[config.mk]
export PLATFORM = sky130hd
export DESIGN_NAME = msi_top
export DESIGN_NICKNAME = d
export VERILOG_FILES = /design/src/logic/msi_top.v /design/src/logic/msi_pulse_gen.v /design/src/logic/msi_cmd_select.v
export VERILOG_INCLUDE_DIRS = /design/src /design/src/logic
export SDC_FILE = /design/constraint.sdc
export NUM_CORES = 1
export LEC_CHECK = 0
export BUFFER_PORTS_ARGS = -buffer_cell sky130_fd_sc_hd__buf_2
export CAP_MARGIN = 20
export CORE_MARGIN = 1.5
export CORE_UTILIZATION = 54
export DETAILED_ROUTE_END_ITERATION = 12
export GPL_ROUTABILITY_DRIVEN = 0
export GPL_TIMING_DRIVEN = 0
export PLACE_DENSITY = 0.85
export SYNTH_ARGS = -nofsm -noshare
export SYNTH_HDL_FRONTEND = slang
export SYNTH_HIERARCHICAL = 1
export SYNTH_SLANG_ARGS = --single-unit
[constraint.sdc]
create_clock -name clk -period 4.6 [get_ports clk]
set_input_delay 0.92 -clock clk [delete_from_list [all_inputs] [get_ports clk]]
set_output_delay 0.92 -clock clk [all_outputs]
set_load 0.02 [all_outputs]
[src/logic/msi_regs.vh]
// Constants of the motor speed indicator and speed command select block.
// Assumes inclusion by bare name; definitions only.
`ifndef MSI_REGS_VH
`define MSI_REGS_VH

// ****************************************
// Register offsets (8-bit word addresses)
// ****************************************
`define MSI_ADDR_CFG 8'h00
`define MSI_ADDR_CMD 8'h01
`define MSI_ADDR_STAT 8'h02
`define MSI_ADDR_SPEED 8'h03
`define MSI_ADDR_WIDTH 8

// ****************************************
// Configuration register fields
// ****************************************
`define MSI_CFG_RD_SEL 0
`define MSI_CFG_FLAG 1
`define MSI_CFG_INV 2
`define MSI_CFG_SRC_LO 3
`define MSI_CFG_SRC_HI 4
`define MSI_CFG_MUL_LO 5
`define MSI_CFG_MUL_HI 6
`define MSI_CFG_DIV_LO 7
`define MSI_CFG_DIV_HI 8
`define MSI_CFG_SLEEP 9
`define MSI_CFG_ADDR_LO 10
`define MSI_CFG_ADDR_HI 16
`define MSI_CFG_RESET 17'h00000

// ****************************************
// Speed sources and control states
// ****************************************
`define MSI_SRC_PWM 2'h0
`define MSI_SRC_ANALOG 2'h1
`define MSI_SRC_SERIAL 2'h2
`define MSI_CTL_IDLE 2'h0
`define MSI_CTL_OPEN 2'h1
`define MSI_CTL_CLOSED 2'h2
`define MSI_CTL_FAULT 2'h3

// ****************************************
// Divider denominators
// ****************************************
`define MSI_DEN_1 3'h1
`define MSI_DEN_3 3'h3
`define MSI_DEN_4 3'h4
`define MSI_DEN_5 3'h5

// ****************************************
// Serial bus limit and clock
// ****************************************
`define MSI_SCL_MAX_KHZ 400
`define MSI_CLK_MHZ 100
`define MSI_SCL_MIN_CYC ((`MSI_CLK_MHZ * 1000) / `MSI_SCL_MAX_KHZ)

`endif

[src/logic/msi_top.v]
// Motor speed indicator and speed command select, top level.
// Assumes synchronous inputs, register port master, external open-drain pad.
//
// What this block does
// - Indicator pin shows tacho or run status
// - Coefficient is multiply value divided by divide value
// - Pulses per revolution equal pole pairs times coefficient
// - Closed loop tracks speed; open loop per flag
// - Flag clear: status low in open/closed
// - Flag set: status low only closed loop
// - At most one speed command source at once; the unused source code selects none and commands zero
// - PWM and analog inputs may be inverted
// - Serial slave at programmable address, under 400 kHz
// - Track normal or sleep top state
// - Direction high UVW, low UWV order
// - Serial source ignores speed pin entirely
//
// Design decisions made here: the strobed register port and the register addresses.
`timescale 1ns/10ps
`default_nettype none
`include "msi_regs.vh"

module msi_top #(
    parameter W = 8
) (
    input wire clk,
    input wire nrst,
    input wire [7:0] reg_addr,
    input wire [31:0] reg_wdata,
    input wire reg_wr,
    input wire reg_rd,
    output reg [31:0] reg_rdata,
    input wire elec_evt,
    input wire [1:0] ctl_state,
    input wire dir_in,
    input wire [W-1:0] pwm_duty,
    input wire [W-1:0] analog_duty,
    input wire [6:0] serial_addr_in,
    input wire serial_addr_valid,
    output wire serial_addr_match,
    output wire indicator_pin_o,
    output wire indicator_pin_oe,
    output wire tacho_pulse_out,
    output reg [2:0] phase_order_ff,
    output wire [W-1:0] speed_cmd,
    output reg sleep_ff
);

    // ****************************************
    // Configuration register
    // ****************************************
    reg [16:0] cfg_ff; // Configuration word
    reg [W-1:0] serial_cmd_ff; // Speed written by serial or port
    reg [W-1:0] tacho_cnt_ff; // Tacho pulse counter readback
    reg ind_ff; // Registered indicator level
    wire pulse;
    wire rd_sel = cfg_ff[`MSI_CFG_RD_SEL];
    wire flag = cfg_ff[`MSI_CFG_FLAG];
    wire [1:0] mul_sel = cfg_ff[`MSI_CFG_MUL_HI:`MSI_CFG_MUL_LO];
    wire [1:0] div_sel = cfg_ff[`MSI_CFG_DIV_HI:`MSI_CFG_DIV_LO];
    reg [2:0] den_k;
    reg nxt_ind;

    // Register writes; sleep follows its control bit
    always @(posedge clk or negedge nrst) begin
        if (!nrst) begin
            cfg_ff <= `MSI_CFG_RESET;
            serial_cmd_ff <= {W{1'b0}};
        end else if (reg_wr) begin
            if (reg_addr == `MSI_ADDR_CFG) begin
                cfg_ff <= reg_wdata[16:0];
            end else if (reg_addr == `MSI_ADDR_CMD) begin
                serial_cmd_ff <= reg_wdata[W-1:0];
            end
        end
    end

    // Read data in the cycle after the read strobe; unmapped reads zero
    always @(posedge clk or negedge nrst) begin
        if (!nrst) begin
            reg_rdata <= 32'h00000000;
        end else if (reg_rd) begin
            if (reg_addr == `MSI_ADDR_CFG) begin
                reg_rdata <= {15'h0000, cfg_ff};
            end else if (reg_addr == `MSI_ADDR_CMD) begin
                reg_rdata <= {{(32-W){1'b0}}, serial_cmd_ff};
            end else if (reg_addr == `MSI_ADDR_STAT) begin
                reg_rdata <= {27'h0000000, ind_ff, sleep_ff, ctl_state, pulse};
            end else if (reg_addr == `MSI_ADDR_SPEED) begin
                reg_rdata <= {{(32-W){1'b0}}, tacho_cnt_ff};
            end else begin
                reg_rdata <= 32'h00000000;
            end
        end else begin
            reg_rdata <= 32'h00000000;
        end
    end

    // ****************************************
    // Top-level state
    // ****************************************
    // Normal or sleep, set by software
    always @(posedge clk or negedge nrst) begin
        if (!nrst) begin
            sleep_ff <= 1'b0;
        end else begin
            sleep_ff <= cfg_ff[`MSI_CFG_SLEEP];
        end
    end

    // ****************************************
    // Serial address compare
    // ****************************************
    // Bus timing is the master's concern: SCL must stay under the limit
    assign serial_addr_match = serial_addr_valid &
        (serial_addr_in == cfg_ff[`MSI_CFG_ADDR_HI:`MSI_CFG_ADDR_LO]);

    // ****************************************
    // Tacho generation
    // ****************************************
    // Divider code to denominator
    always @* begin
        case (div_sel)
            2'h0: den_k = `MSI_DEN_1;
            2'h1: den_k = `MSI_DEN_3;
            2'h2: den_k = `MSI_DEN_4;
            default: den_k = `MSI_DEN_5;
        endcase
    end

    // One event per electrical cycle gives pole pairs times k per revolution
    msi_pulse_gen u_pulse (
        .clk(clk),
        .nrst(nrst),
        .elec_evt(elec_evt & ~sleep_ff),
        .mul_k({1'b0, mul_sel} + 3'h1),
        .den_k(den_k),
        .pulse_ff(pulse)
    );
    assign tacho_pulse_out = pulse;

    // Counter of tacho pulses for readback
    always @(posedge clk or negedge nrst) begin
        if (!nrst) begin
            tacho_cnt_ff <= {W{1'b0}};
        end else if (pulse) begin
            tacho_cnt_ff <= tacho_cnt_ff + {{(W-1){1'b0}}, 1'b1};
        end
    end

    // ****************************************
    // Indicator level
    // ****************************************
    always @* begin
        if (rd_sel) begin
            if (flag) begin
                nxt_ind = (ctl_state != `MSI_CTL_CLOSED);
            end else begin
                nxt_ind = (ctl_state != `MSI_CTL_CLOSED) &&
                          (ctl_state != `MSI_CTL_OPEN);
            end
        end else if (ctl_state == `MSI_CTL_OPEN) begin
            nxt_ind = flag ? 1'b1 : pulse;
        end else begin
            nxt_ind = pulse;
        end
    end

    always @(posedge clk or negedge nrst) begin
        if (!nrst) begin
            ind_ff <= 1'b1;
        end else begin
            ind_ff <= nxt_ind;
        end
    end

    // Open drain: pull low when level is zero, release for high
    assign indicator_pin_o = 1'b0;
    assign indicator_pin_oe = ~ind_ff;

    // ****************************************
    // Phase order
    // ****************************************
    // One-hot U,V,W: bit0 U, bit1 V, bit2 W; reset starts at U
    always @(posedge clk or negedge nrst) begin
        if (!nrst) begin
            phase_order_ff <= 3'h1;
        end else if (elec_evt & ~sleep_ff) begin
            if (dir_in) begin
                phase_order_ff <= {phase_order_ff[1:0], phase_order_ff[2]};
            end else begin
                phase_order_ff <= {phase_order_ff[0], phase_order_ff[2:1]};
            end
        end
    end

    // ****************************************
    // Speed command
    // ****************************************
    msi_cmd_select #(.W(W)) u_cmd (
        .clk(clk),
        .nrst(nrst),
        .src(cfg_ff[`MSI_CFG_SRC_HI:`MSI_CFG_SRC_LO]),
        .invert(cfg_ff[`MSI_CFG_INV]),
        .pwm_duty(pwm_duty),
        .analog_duty(analog_duty),
        .serial_cmd(serial_cmd_ff),
        .cmd_ff(speed_cmd)
    );

endmodule // msi_top
`default_nettype wire

[src/logic/msi_pulse_gen.v]
// Fractional tachometer pulse generator.
// Assumes one-cycle electrical-cycle event pulses in the clk domain.
`timescale 1ns/10ps
`default_nettype none
`include "msi_regs.vh"

module msi_pulse_gen (
    input wire clk,
    input wire nrst,
    input wire elec_evt,
    input wire [2:0] mul_k,
    input wire [2:0] den_k,
    output reg pulse_ff
);

    // ****************************************
    // Accumulator
    // ****************************************
    // Adds mul per event and takes den per output pulse, so remainders
    // carry over and no drift builds up; several pulses may be pending.
    reg [3:0] acc_ff; // Fraction accumulator
    reg [3:0] nxt_acc;
    reg nxt_pulse;
    reg [4:0] sum;

    // Next state: a pulse whenever a whole den is pending, never two in a row
    always @* begin
        sum = {1'b0, acc_ff} + (elec_evt ? {2'b00, mul_k} : 5'h00);
        nxt_pulse = (acc_ff >= {1'b0, den_k}) && !pulse_ff;
        if (nxt_pulse) begin
            nxt_acc = sum[3:0] - {1'b0, den_k};
        end else begin
            nxt_acc = sum[3:0];
        end
    end

    // State registers
    always @(posedge clk or negedge nrst) begin
        if (!nrst) begin
            acc_ff <= 4'h0;
            pulse_ff <= 1'b0;
        end else begin
            acc_ff <= nxt_acc;
            pulse_ff <= nxt_pulse;
        end
    end

endmodule // msi_pulse_gen
`default_nettype wire

[src/logic/msi_cmd_select.v]
// Speed command source select with optional inversion.
// Assumes duty words already measured from the PWM and analog inputs.
`timescale 1ns/10ps
`default_nettype none
`include "msi_regs.vh"

module msi_cmd_select #(
    parameter W = 8
) (
    input wire clk,
    input wire nrst,
    input wire [1:0] src,
    input wire invert,
    input wire [W-1:0] pwm_duty,
    input wire [W-1:0] analog_duty,
    input wire [W-1:0] serial_cmd,
    output reg [W-1:0] cmd_ff
);

    reg [W-1:0] nxt_cmd;

    // ****************************************
    // Source mux
    // ****************************************
    // Only one source feeds the command; serial ignores the pin inputs
    always @* begin
        if (src == `MSI_SRC_PWM) begin
            nxt_cmd = invert ? ~pwm_duty : pwm_duty;
        end else if (src == `MSI_SRC_ANALOG) begin
            nxt_cmd = invert ? ~analog_duty : analog_duty;
        end else if (src == `MSI_SRC_SERIAL) begin
            nxt_cmd = serial_cmd;
        end else begin
            nxt_cmd = {W{1'b0}}; // Unused code: motor stays commanded off
        end
    end

    // Registered command
    always @(posedge clk or negedge nrst) begin
        if (!nrst) begin
            cmd_ff <= {W{1'b0}};
        end else begin
            cmd_ff <= nxt_cmd;
        end
    end

endmodule // msi_cmd_select
`default_nettype wire

==> reports/results.tsv, run 1 <==
stage	metric	value	unit
pwr	NetSw	0.000563	W
setup_path	CP cell instances	buf_2 -> nand2b_1 -> inv_1 -> and2_1 -> ha_1 -> fa_1 -> xor2_1 -> ha_1 -> a211o_1 -> o21ai_1 -> a21boi_1 -> xor2_1	
route	routed wire length	7.09	mm
finish	fin nets	479	
floorplanning	Initial Utilization	0.554	
logic_synthesis	post-synth top area share	0.472	
grt	initial antenna violation count	0	
logic_synthesis	Synth async-reset ratio	1.00	
timing	RSZ-0062 raised after global routing	no	
route	vias	2415	
placement	port buffer count	86	
finish	post-route insts no fill	474	
min_path	hold endpoint	sleep_ff	
logic_synthesis	count of cell types in the netlist	40	
pwr	clock share of power	0.328	
logic_synthesis	synth top area cells	dfrtp_1 (47%), mux2_2 (6.1%), mux2_4 (4.7%), ha_1 (4.6%), mux2i_1 (3.7%)	
logic_synthesis	Ys Warns	6	
timing	slew at the pin with the worst max-slew slack	0.818	ns
timing	Tcrit/Tclk final	0.689	
route	initial detailed-routing violation count	101	
setup_path	CP max stage delay	0.41	ns
floorplanning	die area	6970	um^2
placement	placed insts	458	
placement	Final HPWL DP	5.12	mm
setup_path	R2R depth	11	
logic_synthesis	synth cell count leaders	dfrtp_1 (66), mux2_2 (19), buf_4 (16), nand2_1 (16), xor2_1 (14)	
pwr	sequential power share	0.407	
clocking	Clock transition at path regs	0.08	ns
setup_path	register-to-register setup slack	1.60	ns
timing	worst relative slew slack	0.455	
finish	layout cells sized above 1	0.423	
clocking	clock sink total	68	
clocking	Skew-Pair Late Insertion Delay	0.35	ns
grt	largest net degree at the start of global routing	69	
setup_path	Crit-path slowest cell	fa_1	
clocking	CTS tree	done	
timing	endpoints failing setup	0	
clocking	CTS resizes	0	
finish	Ant. Diodes	0	
setup_path	Critical Path End Type	flop	
timing	Setup TNS	0	ns
floorplanning	Core Box Area	6310	um^2
pwr	Logic pwr share	0.264	
timing	WHS	0.401	ns
route	vias per cell	5.09	
grt	global route overflow	0	
finish	post-route cell area	4330	um^2
pwr	LEAKAGE	2.28	nW
logic_synthesis	number of flops mapped to enable cells by yosys	0	
min_path	Hold Path Class	flop to flop	
timing	crit path time final	3.17	ns
setup_path	WP data required	4.87	ns
pwr	switch share	0.305	
setup_path	RR Endpoint	u_pulse/acc_ff[3]	
logic_synthesis	cell taking the most area after synthesis	dfrtp_1	
clocking	Post-CTS Hold Buffers	0	
logic_synthesis	register area share after synthesis	0.487	
min_path	hold path depth	0	
floorplanning	die width	83.5	um
timing	final hold violations	0	
route	drt wl/cell	14.9	um
job	Max Cap Viol	0	
logic_synthesis	Primary FF master, synth	dfrtp_1	
logic_synthesis	Synth Register Bits	68	
floorplanning	Rows	29	
setup_path	Worst Setup Path Type	primary input to flop	
pwr	power per cell area	427	nW/um^2
clocking	Max clock buf depth	2	
route	drt first pass iters	4	
logic_synthesis	Post-Synthesis Cell Area	3500	um^2
logic_synthesis	Synth Instances	280	
grt	vias in the first global route	2502	
clocking	post-CTS setup buffers	0	
grt	GRT Total Usage	0.219	
run_status	status	complete, no violations	
finish	P&R area growth vs syn	23.8	%
clocking	Num CTS Buffers	9	
timing	Final Max Slew Viols	0	
setup_path	Worst setup SP type	primary input	
floorplanning	Top Ports	120	
grt	first-pass GRT wire length	11.8	mm
pwr	Internal	0.00128	W
clocking	H-tree Lvls	3	
logic_synthesis	syn avg cell area	12.5	um^2
pwr	Max VDD drop	0.271	mV
setup_path	Arr. time, crit path	3.43	ns
min_path	hold_sp	cfg_ff[9]	
setup_path	Max FO, Critical Path	7	
floorplanning	Die Height	83.5	um
timing	Max Clock Skew	0.00943	ns
clocking	Clk Tree Root Cell	clkbuf_8	
placement	DP Area	4080	um^2
timing	fmax	0.316	GHz
logic_synthesis	most common cell in the synthesized netlist	dfrtp_1	
route	DRC	0	
route	Post-DRT Antenna Nets	0	
setup_path	R2R Path Start	sleep_ff	
## registers in the layout, indices dropped and copies added, names as in the netlist
signal and count:
cfg_ff 17, tacho_cnt_ff 8, reg_rdata 17, phase_order_ff 3, serial_cmd_ff 8, ind_ff 1
u_cmd/cmd_ff 8, u_pulse/pulse_ff 1, u_pulse/acc_ff 4, sleep_ff 1
## worst max-delay path: cells and delay by family
family                     cells  cell delay (ns)
AOI/OAI and AO/OA              3             0.63
xor gates and xnor gates       2             0.42
adders and majority gates      3             0.96
buffers and inverters          2             0.18
and+or+nand+nor                2             0.33
## placed cells by master (no fill, tap or decap), types with 2 or more instances in the layout
cell type / n
mux4_2: 5
mux2_4: 11
mux2_2: 19
clkbuf_1: 3
ha_1: 13
nor2_1: 7
o21ai_1: 9
dfrtp_1: 66
nand2_1: 16
dfstp_2: 2
xor2_1: 14
nand2b_1: 2
nor3_1: 2
and2_1: 12
inv_1: 11
conb_1: 16
nand4_1: 4
buf_2: 88
nor2b_1: 10
buf_6: 3
xnor2_1: 11
buf_4: 17
a22oi_1: 3
a21oi_1: 2
bufinv_16: 3
fa_1: 2
clkinvlp_4: 2
clkbuf_8: 9
nand3_1: 3
mux2i_1: 13
o21ai_0: 5
## stage by stage
stage / util / total power [W] / worst slack [ns]
floorplan: - / 0.00110 / 1.46
global placement: 0.646 / 0.00122 / 1.21
detailed placement: 0.647 / 0.00124 / 1.08
CTS: 0.686 / 0.00186 / 1.43
global route: 0.686 / 0.00195 / 1.24
finish: 0.686 / 0.00185 / 1.43
## power by group through the flow
stage	clock network, W	logic, W	registers [W]
global route	0.000643	0.000545	0.000761
finish	0.000607	0.000488	0.000752
global placement	0	0.000459	0.000757
CTS	0.000615	0.000492	0.000750
floorplan	0	0.000348	0.000756
detailed placement	0	0.000484	0.000760
## per-layer routing
metal / vias to the layer above / GRT usage / wire length [um]
met5: - / 0 / 0
li1: 1143 / - / -
met4: 0 / 0.0939 / 142
met3: 12 / 0.0455 / 299
met1: 1195 / 0.273 / 3040
met2: 65 / 0.371 / 3610
## worst max path at each step
stage	depth (start not counted)	start	to
after floorplan	11	elec_evt	u_pulse/acc_ff[3]
after global placement	12	elec_evt	u_pulse/acc_ff[3]
after detailed placement	12	elec_evt	u_pulse/acc_ff[3]
after CTS	12	elec_evt	u_pulse/acc_ff[3]
after global routing	12	elec_evt	u_pulse/acc_ff[3]
final	12	elec_evt	u_pulse/acc_ff[3]
## cell type report
type,instances,area (um^2)
tap,77,96.3
fill,489,1980
timing repair buffer,86,433
inverter,11,41.3
buffer,25,180
clock inverter,7,123
multi-input combinational,191,1630
sequential,68,1700
clock buffer,9,124
## kinds of logic (layout without fill, tap and decap cells)
group / Yosys count / after routing / share of synthesized area
adder cells (fa/ha/maj): 15 / 15 / 0.0579
AO/OA/AOI/OAI: 24 / 24 / 0.0415
multiplexers: 48 / 48 / 0.178
other: 1 / 16 / 0.00107
AND/OR/NAND/NOR: 63 / 63 / 0.109
flip-flops: 68 / 68 / 0.487
buffers and inverters: 36 / 138 / 0.0633
XOR/XNOR: 25 / 25 / 0.0626
Note: power is estimated with default switching activity, not from simulation.
==> inputs of run 2 (changes only) <==
--- a/config.mk
+++ b/config.mk
@@ -9,11 +9,11 @@
 export BUFFER_PORTS_ARGS = -buffer_cell sky130_fd_sc_hd__buf_2
 export CAP_MARGIN = 20
 export CORE_MARGIN = 1.5
-export CORE_UTILIZATION = 54
+export CORE_UTILIZATION = 50
 export DETAILED_ROUTE_END_ITERATION = 12
 export GPL_ROUTABILITY_DRIVEN = 0
 export GPL_TIMING_DRIVEN = 0
-export PLACE_DENSITY = 0.85
+export PLACE_DENSITY = 0.8
 export SYNTH_ARGS = -nofsm -noshare
 export SYNTH_HDL_FRONTEND = slang
 export SYNTH_HIERARCHICAL = 1
==> constraint.sdc (replaced) <==
create_clock -name clk -period 3.08 [get_ports clk]
set_input_delay 0.616 -clock clk [delete_from_list [all_inputs] [get_ports clk]]
set_output_delay 0.616 -clock clk [all_outputs]
set_load 0.02 [all_outputs]
==> run 2 against run 1 <==
  * Critical path depth decreased by 1
  * Highest routed layer unchanged
  * Die area up 7.7%
  * Sequential share of layout area increased by 0.17 points
  * Largest power group unchanged
  * Routed wire length decreased by 5.3%
  * Combinational power rose by 47%
  * First-iteration DRC count down 27%
==> reports/results.tsv, run 2 (same netlist as run 1, synthesis figures left out) <==
stage	metric	value	unit
finish	Finished Core Util	0.635	
route	drt wl/cell	13.6	um
clocking	Clock transition at path regs	0.08	ns
grt	first-pass GRT wire length	11.2	mm
finish	P&R area growth vs syn	23.2	%
setup_path	Critical Path End Type	flop	
setup_path	RR Endpoint	u_pulse/acc_ff[3]	
floorplanning	Die Height	86.6	um
grt	largest net degree at the start of global routing	69	
setup_path	Arr. time, crit path	3.11	ns
pwr	Max VDD drop	0.260	mV
job	Max Cap Viol	0	
route	drt first pass iters	6	
timing	Tcrit/Tclk final	0.934	
pwr	LEAKAGE	2.26	nW
placement	Final HPWL DP	5.02	mm
clocking	Num CTS Buffers	9	
route	vias per cell	4.78	
run_status	status	complete, no violations	
placement	pre-CTS setup slack	-0.0772	ns
finish	Fill cells	535	
setup_path	Worst Setup Path Type	flop to flop	
route	vias	2356	
grt	vias in the first global route	2366	
timing	worst relative slew slack	0.452	
route	Top Layer Used	met4	
clocking	Skew-Pair Late Insertion Delay	0.35	ns
timing	RSZ-0062 raised after global routing	no	
min_path	Hold Path Class	primary input to async pin	
timing	endpoints failing setup	0	
grt	global route overflow	0	
route	DRC	0	
timing	fmax	0.347	GHz
pwr	clock share of power	0.289	
clocking	Post-CTS Hold Buffers	0	
finish	commonest cells after routing, fill and taps aside	buf_2 (88), dfrtp_1 (66), mux2_2 (19), buf_4 (17)	
route	routed wire length	6.71	mm
clocking	Clk Tree Root Cell	clkbuf_8	
finish	sequential cell area	1700	um^2
pwr	power per cell area	599	nW/um^2
finish	Regs by FF count	cfg_ff: 17 flops, reg_rdata: 17 flops	
timing	final hold violations	0	
floorplanning	die area	7510	um^2
pwr	sequential power share	0.434	
timing	Max Clock Skew	0.00793	ns
finish	most common cell after layout, fill and taps aside	buf_2	
grt	initial antenna violation count	0	
placement	port buffer count	86	
clocking	CTS tree	done	
clocking	Max clock buf depth	2	
timing	crit path time final	2.88	ns
setup_path	WP data required	3.31	ns
floorplanning	Top Ports	120	
clocking	clock sink total	68	
floorplanning	die width	86.6	um
route	initial detailed-routing violation count	74	
floorplanning	Initial Utilization	0.515	
pwr	Internal	0.00177	W
timing	WHS	0.372	ns
route	Post-DRT Antenna Nets	0	
timing	Final Max Slew Viols	0	
route	met3 wire len	411	um
setup_path	Worst setup SP type	flop	
timing	slew at the pin with the worst max-slew slack	0.822	ns
pwr	switch share	0.314	
route	wl on met1	2.93	mm
timing	Setup TNS	0	ns
floorplanning	Rows	30	
grt	GRT Total Usage	0.197	
finish	fin nets	479	
setup_path	Max FO, Critical Path	7	
finish	Ant. Diodes	0	
setup_path	register-to-register setup slack	0.20	ns
pwr	Logic pwr share	0.278	
finish	layout cells sized above 1	0.426	
clocking	H-tree Lvls	3	
route	Detail Route met2 WL	3.22	mm
setup_path	R2R Path Start	sleep_ff	
floorplanning	Core Box Area	6790	um^2
timing	worst setup margin	0.202	ns
pwr	NetSw	0.000811	W
setup_path	R2R depth	11	
finish	area taken by multi-input logic gates	1630	um^2
[run 2: cell types whose count changed in the layout (fill, tap and decap cells not counted)]
cell / delta
bufinv_16: -2
clkbuf_8: +1
clkinv_2: +2
inv_6: -1
nand2b_1: -1
nand2b_2: +1
[run 2: final cells by class]
cell class              count  area share
well taps                  96      0.0279
inverters                  11     0.00958
multi-input cells         191       0.378
repair buffers             86       0.100
clock buffers              10      0.0319
plain buffers              25      0.0418
flip-flops and latches     68       0.395
clock inverters             6      0.0148
[run 2: how the worst max path moves through the flow]
stage	from	end	slack [ns]	cells after the start
after detailed placement	elec_evt	u_pulse/acc_ff[3]	-0.08	12
after global routing	sleep_ff	u_pulse/acc_ff[3]	0.01	11
final	sleep_ff	u_pulse/acc_ff[3]	0.20	11
after floorplan	elec_evt	u_pulse/acc_ff[3]	0.25	11
after global placement	elec_evt	u_pulse/acc_ff[3]	-0.003	12
after CTS	sleep_ff	u_pulse/acc_ff[3]	0.13	11
[run 2: metal layers]
layer | track usage | vias up
li1 | - | 1147
met1 | 0.251 | 1111
met2 | 0.312 | 82
met3 | 0.0552 | 16
met4 | 0.0909 | 0
met5 | 0 | -
[run 2: power by group through the flow]
| stage | registers (W) | clock network (W) | logic (W) |
|---|---|---|---|
| after global routing | 0.00114 | 0.000799 | 0.000797 |
| after global placement | 0.00113 | 0 | 0.000687 |
| after CTS | 0.00112 | 0.000757 | 0.000720 |
| after floorplan | 0.00113 | 0 | 0.000520 |
| after detailed placement | 0.00114 | 0 | 0.000723 |
| final | 0.00112 | 0.000745 | 0.000717 |
[run 2: per-stage QoR]
stage	instance area, um^2	std cells	total power, W
after detailed placement	4110	477	0.00186
after floorplan	3550	295	0.00165
after global routing	4310	493	0.00274
after global placement	4110	477	0.00182
final	4310	493	0.00258
after CTS	4310	493	0.00260
[run 2: repair_timing]
action | in CTS | in global routing
endpoints found under the setup margin | 0 | 1
buffers inserted | 0 | 0
resized for setup | 0 | 1
[run 2: critical path, stage by stage (launching register included)]
cell      delay (ns)
dfrtp_1         0.43
nand2b_2        0.21
inv_1           0.07
and2_1          0.14
ha_1            0.23
fa_1            0.41
xor2_1          0.25
ha_1            0.31
a211o_1         0.28
nor3_1          0.19
a21boi_1        0.10
xor2_1          0.15
==> inputs of run 3 (changes only) <==
--- a/config.mk
+++ b/config.mk
@@ -8,12 +8,14 @@
 export LEC_CHECK = 0
 export BUFFER_PORTS_ARGS = -buffer_cell sky130_fd_sc_hd__buf_2
 export CAP_MARGIN = 20
+export CORE_ASPECT_RATIO = 1.75
 export CORE_MARGIN = 1.5
-export CORE_UTILIZATION = 50
+export CORE_UTILIZATION = 52
+export CTS_BUF_LIST = sky130_fd_sc_hd__clkbuf_8
 export DETAILED_ROUTE_END_ITERATION = 12
 export GPL_ROUTABILITY_DRIVEN = 0
 export GPL_TIMING_DRIVEN = 0
-export PLACE_DENSITY = 0.8
+export PLACE_DENSITY = 0.82
 export SYNTH_ARGS = -nofsm -noshare
 export SYNTH_HDL_FRONTEND = slang
 export SYNTH_HIERARCHICAL = 1
==> run 3 against run 2 <==
  * Hold slack worse by 0.011 ns
  * Power down 2.8%
  * Clock skew decreased by 0.0025 ns
  * Non-clock buffer count is the same
  * Clock-buffer cell count increased by 1
  * Sequential share of layout area increased by 0.36 points
  * Maximum frequency is 1.3% higher
  * Utilization is 1.9 points higher
  * Global-route usage rose by 1.4 points
  * Critical path depth unchanged
  * Via count decreased by 0.42%
  * Critical path type unchanged
  * Largest power group unchanged
==> reports/results.tsv, run 3 (same netlist as run 1, synthesis figures left out) <==
stage	metric	value	unit
floorplanning	Die Height	112	um
grt	initial antenna violation count	0	
finish	P&R area growth vs syn	22.1	%
setup_path	Max FO, Critical Path	7	
setup_path	Worst setup SP type	flop	
placement	port buffer count	86	
clocking	Skew-Pair Late Insertion Delay	0.35	ns
grt	largest net degree at the start of global routing	69	
grt	met2 usage	0.385	
pwr	LEAKAGE	2.26	nW
clocking	Post-CTS Hold Buffers	0	
finish	commonest cells after routing, fill and taps aside	buf_2 (88), dfrtp_1 (66), mux2_2 (19), buf_4 (17)	
min_path	Hold Path Class	primary input to async pin	
finish	Fill cells	533	
finish	area taken by multi-input logic gates	1630	um^2
timing	Tcrit/Tclk final	0.922	
pwr	Max VDD drop	0.416	mV
finish	Finished Core Util	0.653	
timing	Max Clock Skew	0.00539	ns
clocking	CTS tree	done	
floorplanning	Rows	39	
route	Post-DRT Antenna Nets	0	
pwr	power per cell area	588	nW/um^2
placement	DP Area	4090	um^2
route	drt first pass iters	4	
setup_path	RR Endpoint	u_pulse/acc_ff[3]	
clocking	H-tree Lvls	3	
grt	GRT met1 Usage	0.221	
grt	first-pass GRT wire length	11.4	mm
finish	fin nets	479	
timing	fmax	0.352	GHz
timing	worst relative slew slack	0.449	
setup_path	WP data required	3.35	ns
setup_path	Critical Path End Type	flop	
setup_path	Worst Setup Path Type	flop to flop	
route	routed wire length	6.83	mm
setup_path	R2R Path Start	sleep_ff	
grt	GRT Total Usage	0.210	
finish	most common cell after layout, fill and taps aside	buf_2	
route	vias	2346	
timing	final hold violations	0	
grt	global route overflow	0	
setup_path	register-to-register setup slack	0.24	ns
placement	Final HPWL DP	5.35	mm
route	vias per cell	4.90	
clocking	post-CTS setup buffers	0	
setup_path	Crit-path slowest cell	fa_1	
clocking	Clk Tree Root Cell	clkbuf_8	
floorplanning	die area	7250	um^2
clocking	clock sink total	68	
floorplanning	die width	65	um
timing	slew at the pin with the worst max-slew slack	0.826	ns
grt	M3 GR Usage	0.0465	
timing	RSZ-0062 raised after global routing	no	
timing	crit path time final	2.84	ns
finish	post-route cell area	4270	um^2
floorplanning	Initial Utilization	0.535	
route	DRC	0	
clocking	Max clock buf depth	2	
finish	layout cells sized above 1	0.421	
setup_path	CP cell instances	nand2b_2 -> inv_1 -> and2_1 -> ha_1 -> fa_1 -> xor2_1 -> ha_1 -> a211o_1 -> o21ai_1 -> a21boi_1 -> xor2_1	
grt	GR peak layer	met2	
finish	sequential cell area	1700	um^2
route	initial detailed-routing violation count	77	
setup_path	Arr. time, crit path	3.12	ns
route	drt wl/cell	14.3	um
run_status	status	complete, no violations	
floorplanning	Core Box Area	6540	um^2
setup_path	CP max stage delay	0.41	ns
timing	endpoints failing setup	0	
clocking	Num CTS Buffers	9	
job	Max Cap Viol	0	
clocking	Clock transition at path regs	0.07	ns
grt	vias in the first global route	2437	
finish	Regs by FF count	cfg_ff: 17 flops, reg_rdata: 17 flops	
timing	Final Max Slew Viols	0	
setup_path	R2R depth	11	
floorplanning	Top Ports	120	
finish	Ant. Diodes	0	
[run 3: timing repair]
item	CTS	global route
gates resized for setup	0	1
endpoints found under the hold margin	0	0
setup endpoints to repair	0	1
[run 3: power breakdown]
group / total (W) / internal, W / switching [W]
combinational: 0.000731 / 0.000369 / 0.000361
clock: 0.000657 / 0.000330 / 0.000327
sequential: 0.00112 / 0.00101 / 0.000110
[run 3: how the worst max path moves through the flow]
| stage | start | to | slack, ns | cells past startpoint |
|---|---|---|---|---|
| floorplan | elec_evt | u_pulse/acc_ff[3] | 0.25 | 11 |
| global placement | elec_evt | u_pulse/acc_ff[3] | -0.05 | 12 |
| detailed placement | elec_evt | u_pulse/acc_ff[3] | -0.12 | 12 |
| CTS | sleep_ff | u_pulse/acc_ff[3] | 0.15 | 11 |
| global route | sleep_ff | u_pulse/acc_ff[3] | 0.04 | 11 |
| finish | sleep_ff | u_pulse/acc_ff[3] | 0.24 | 11 |
[run 3: metrics by stage]
stage	std cells	setup TNS [ns]	hold slack (ns)	setup slack, ns	power [W]
after floorplan	295	0	0.320	0.246	0.00165
after global placement	463	-0.0482	0.382	-0.0482	0.00183
after detailed placement	463	-0.116	0.378	-0.116	0.00187
after CTS	479	0	0.386	0.148	0.00253
after global routing	479	0	0.428	0.0364	0.00267
final	479	0	0.361	0.239	0.00251
[run 3: final cells by class]
class | instances | share of cell area
inverter | 11 | 0.00966
sequential | 68 | 0.399
clock inverter | 5 | 0.00673
buffer | 25 | 0.0422
tap | 82 | 0.0240
multi-input combinational | 191 | 0.382
clock buffer | 11 | 0.0354
timing repair buffer | 86 | 0.101
[run 3: worst max-delay path, delay by kind of cell (launching register included)]
kind	cells	cell delay, ns
fa+ha+maj	3	0.94
xor+xnor	2	0.40
compound gates	3	0.61
simple gates	2	0.35
flops	1	0.40
buf+inv	1	0.07
[run 3: routing by layer]
layer	routed length [um]	share of wire	vias up
li1	-	-	1142
met1	2380	0.35	1129
met2	3970	0.58	65
met3	322	0.047	10
met4	157	0.023	0
met5	0	0	-
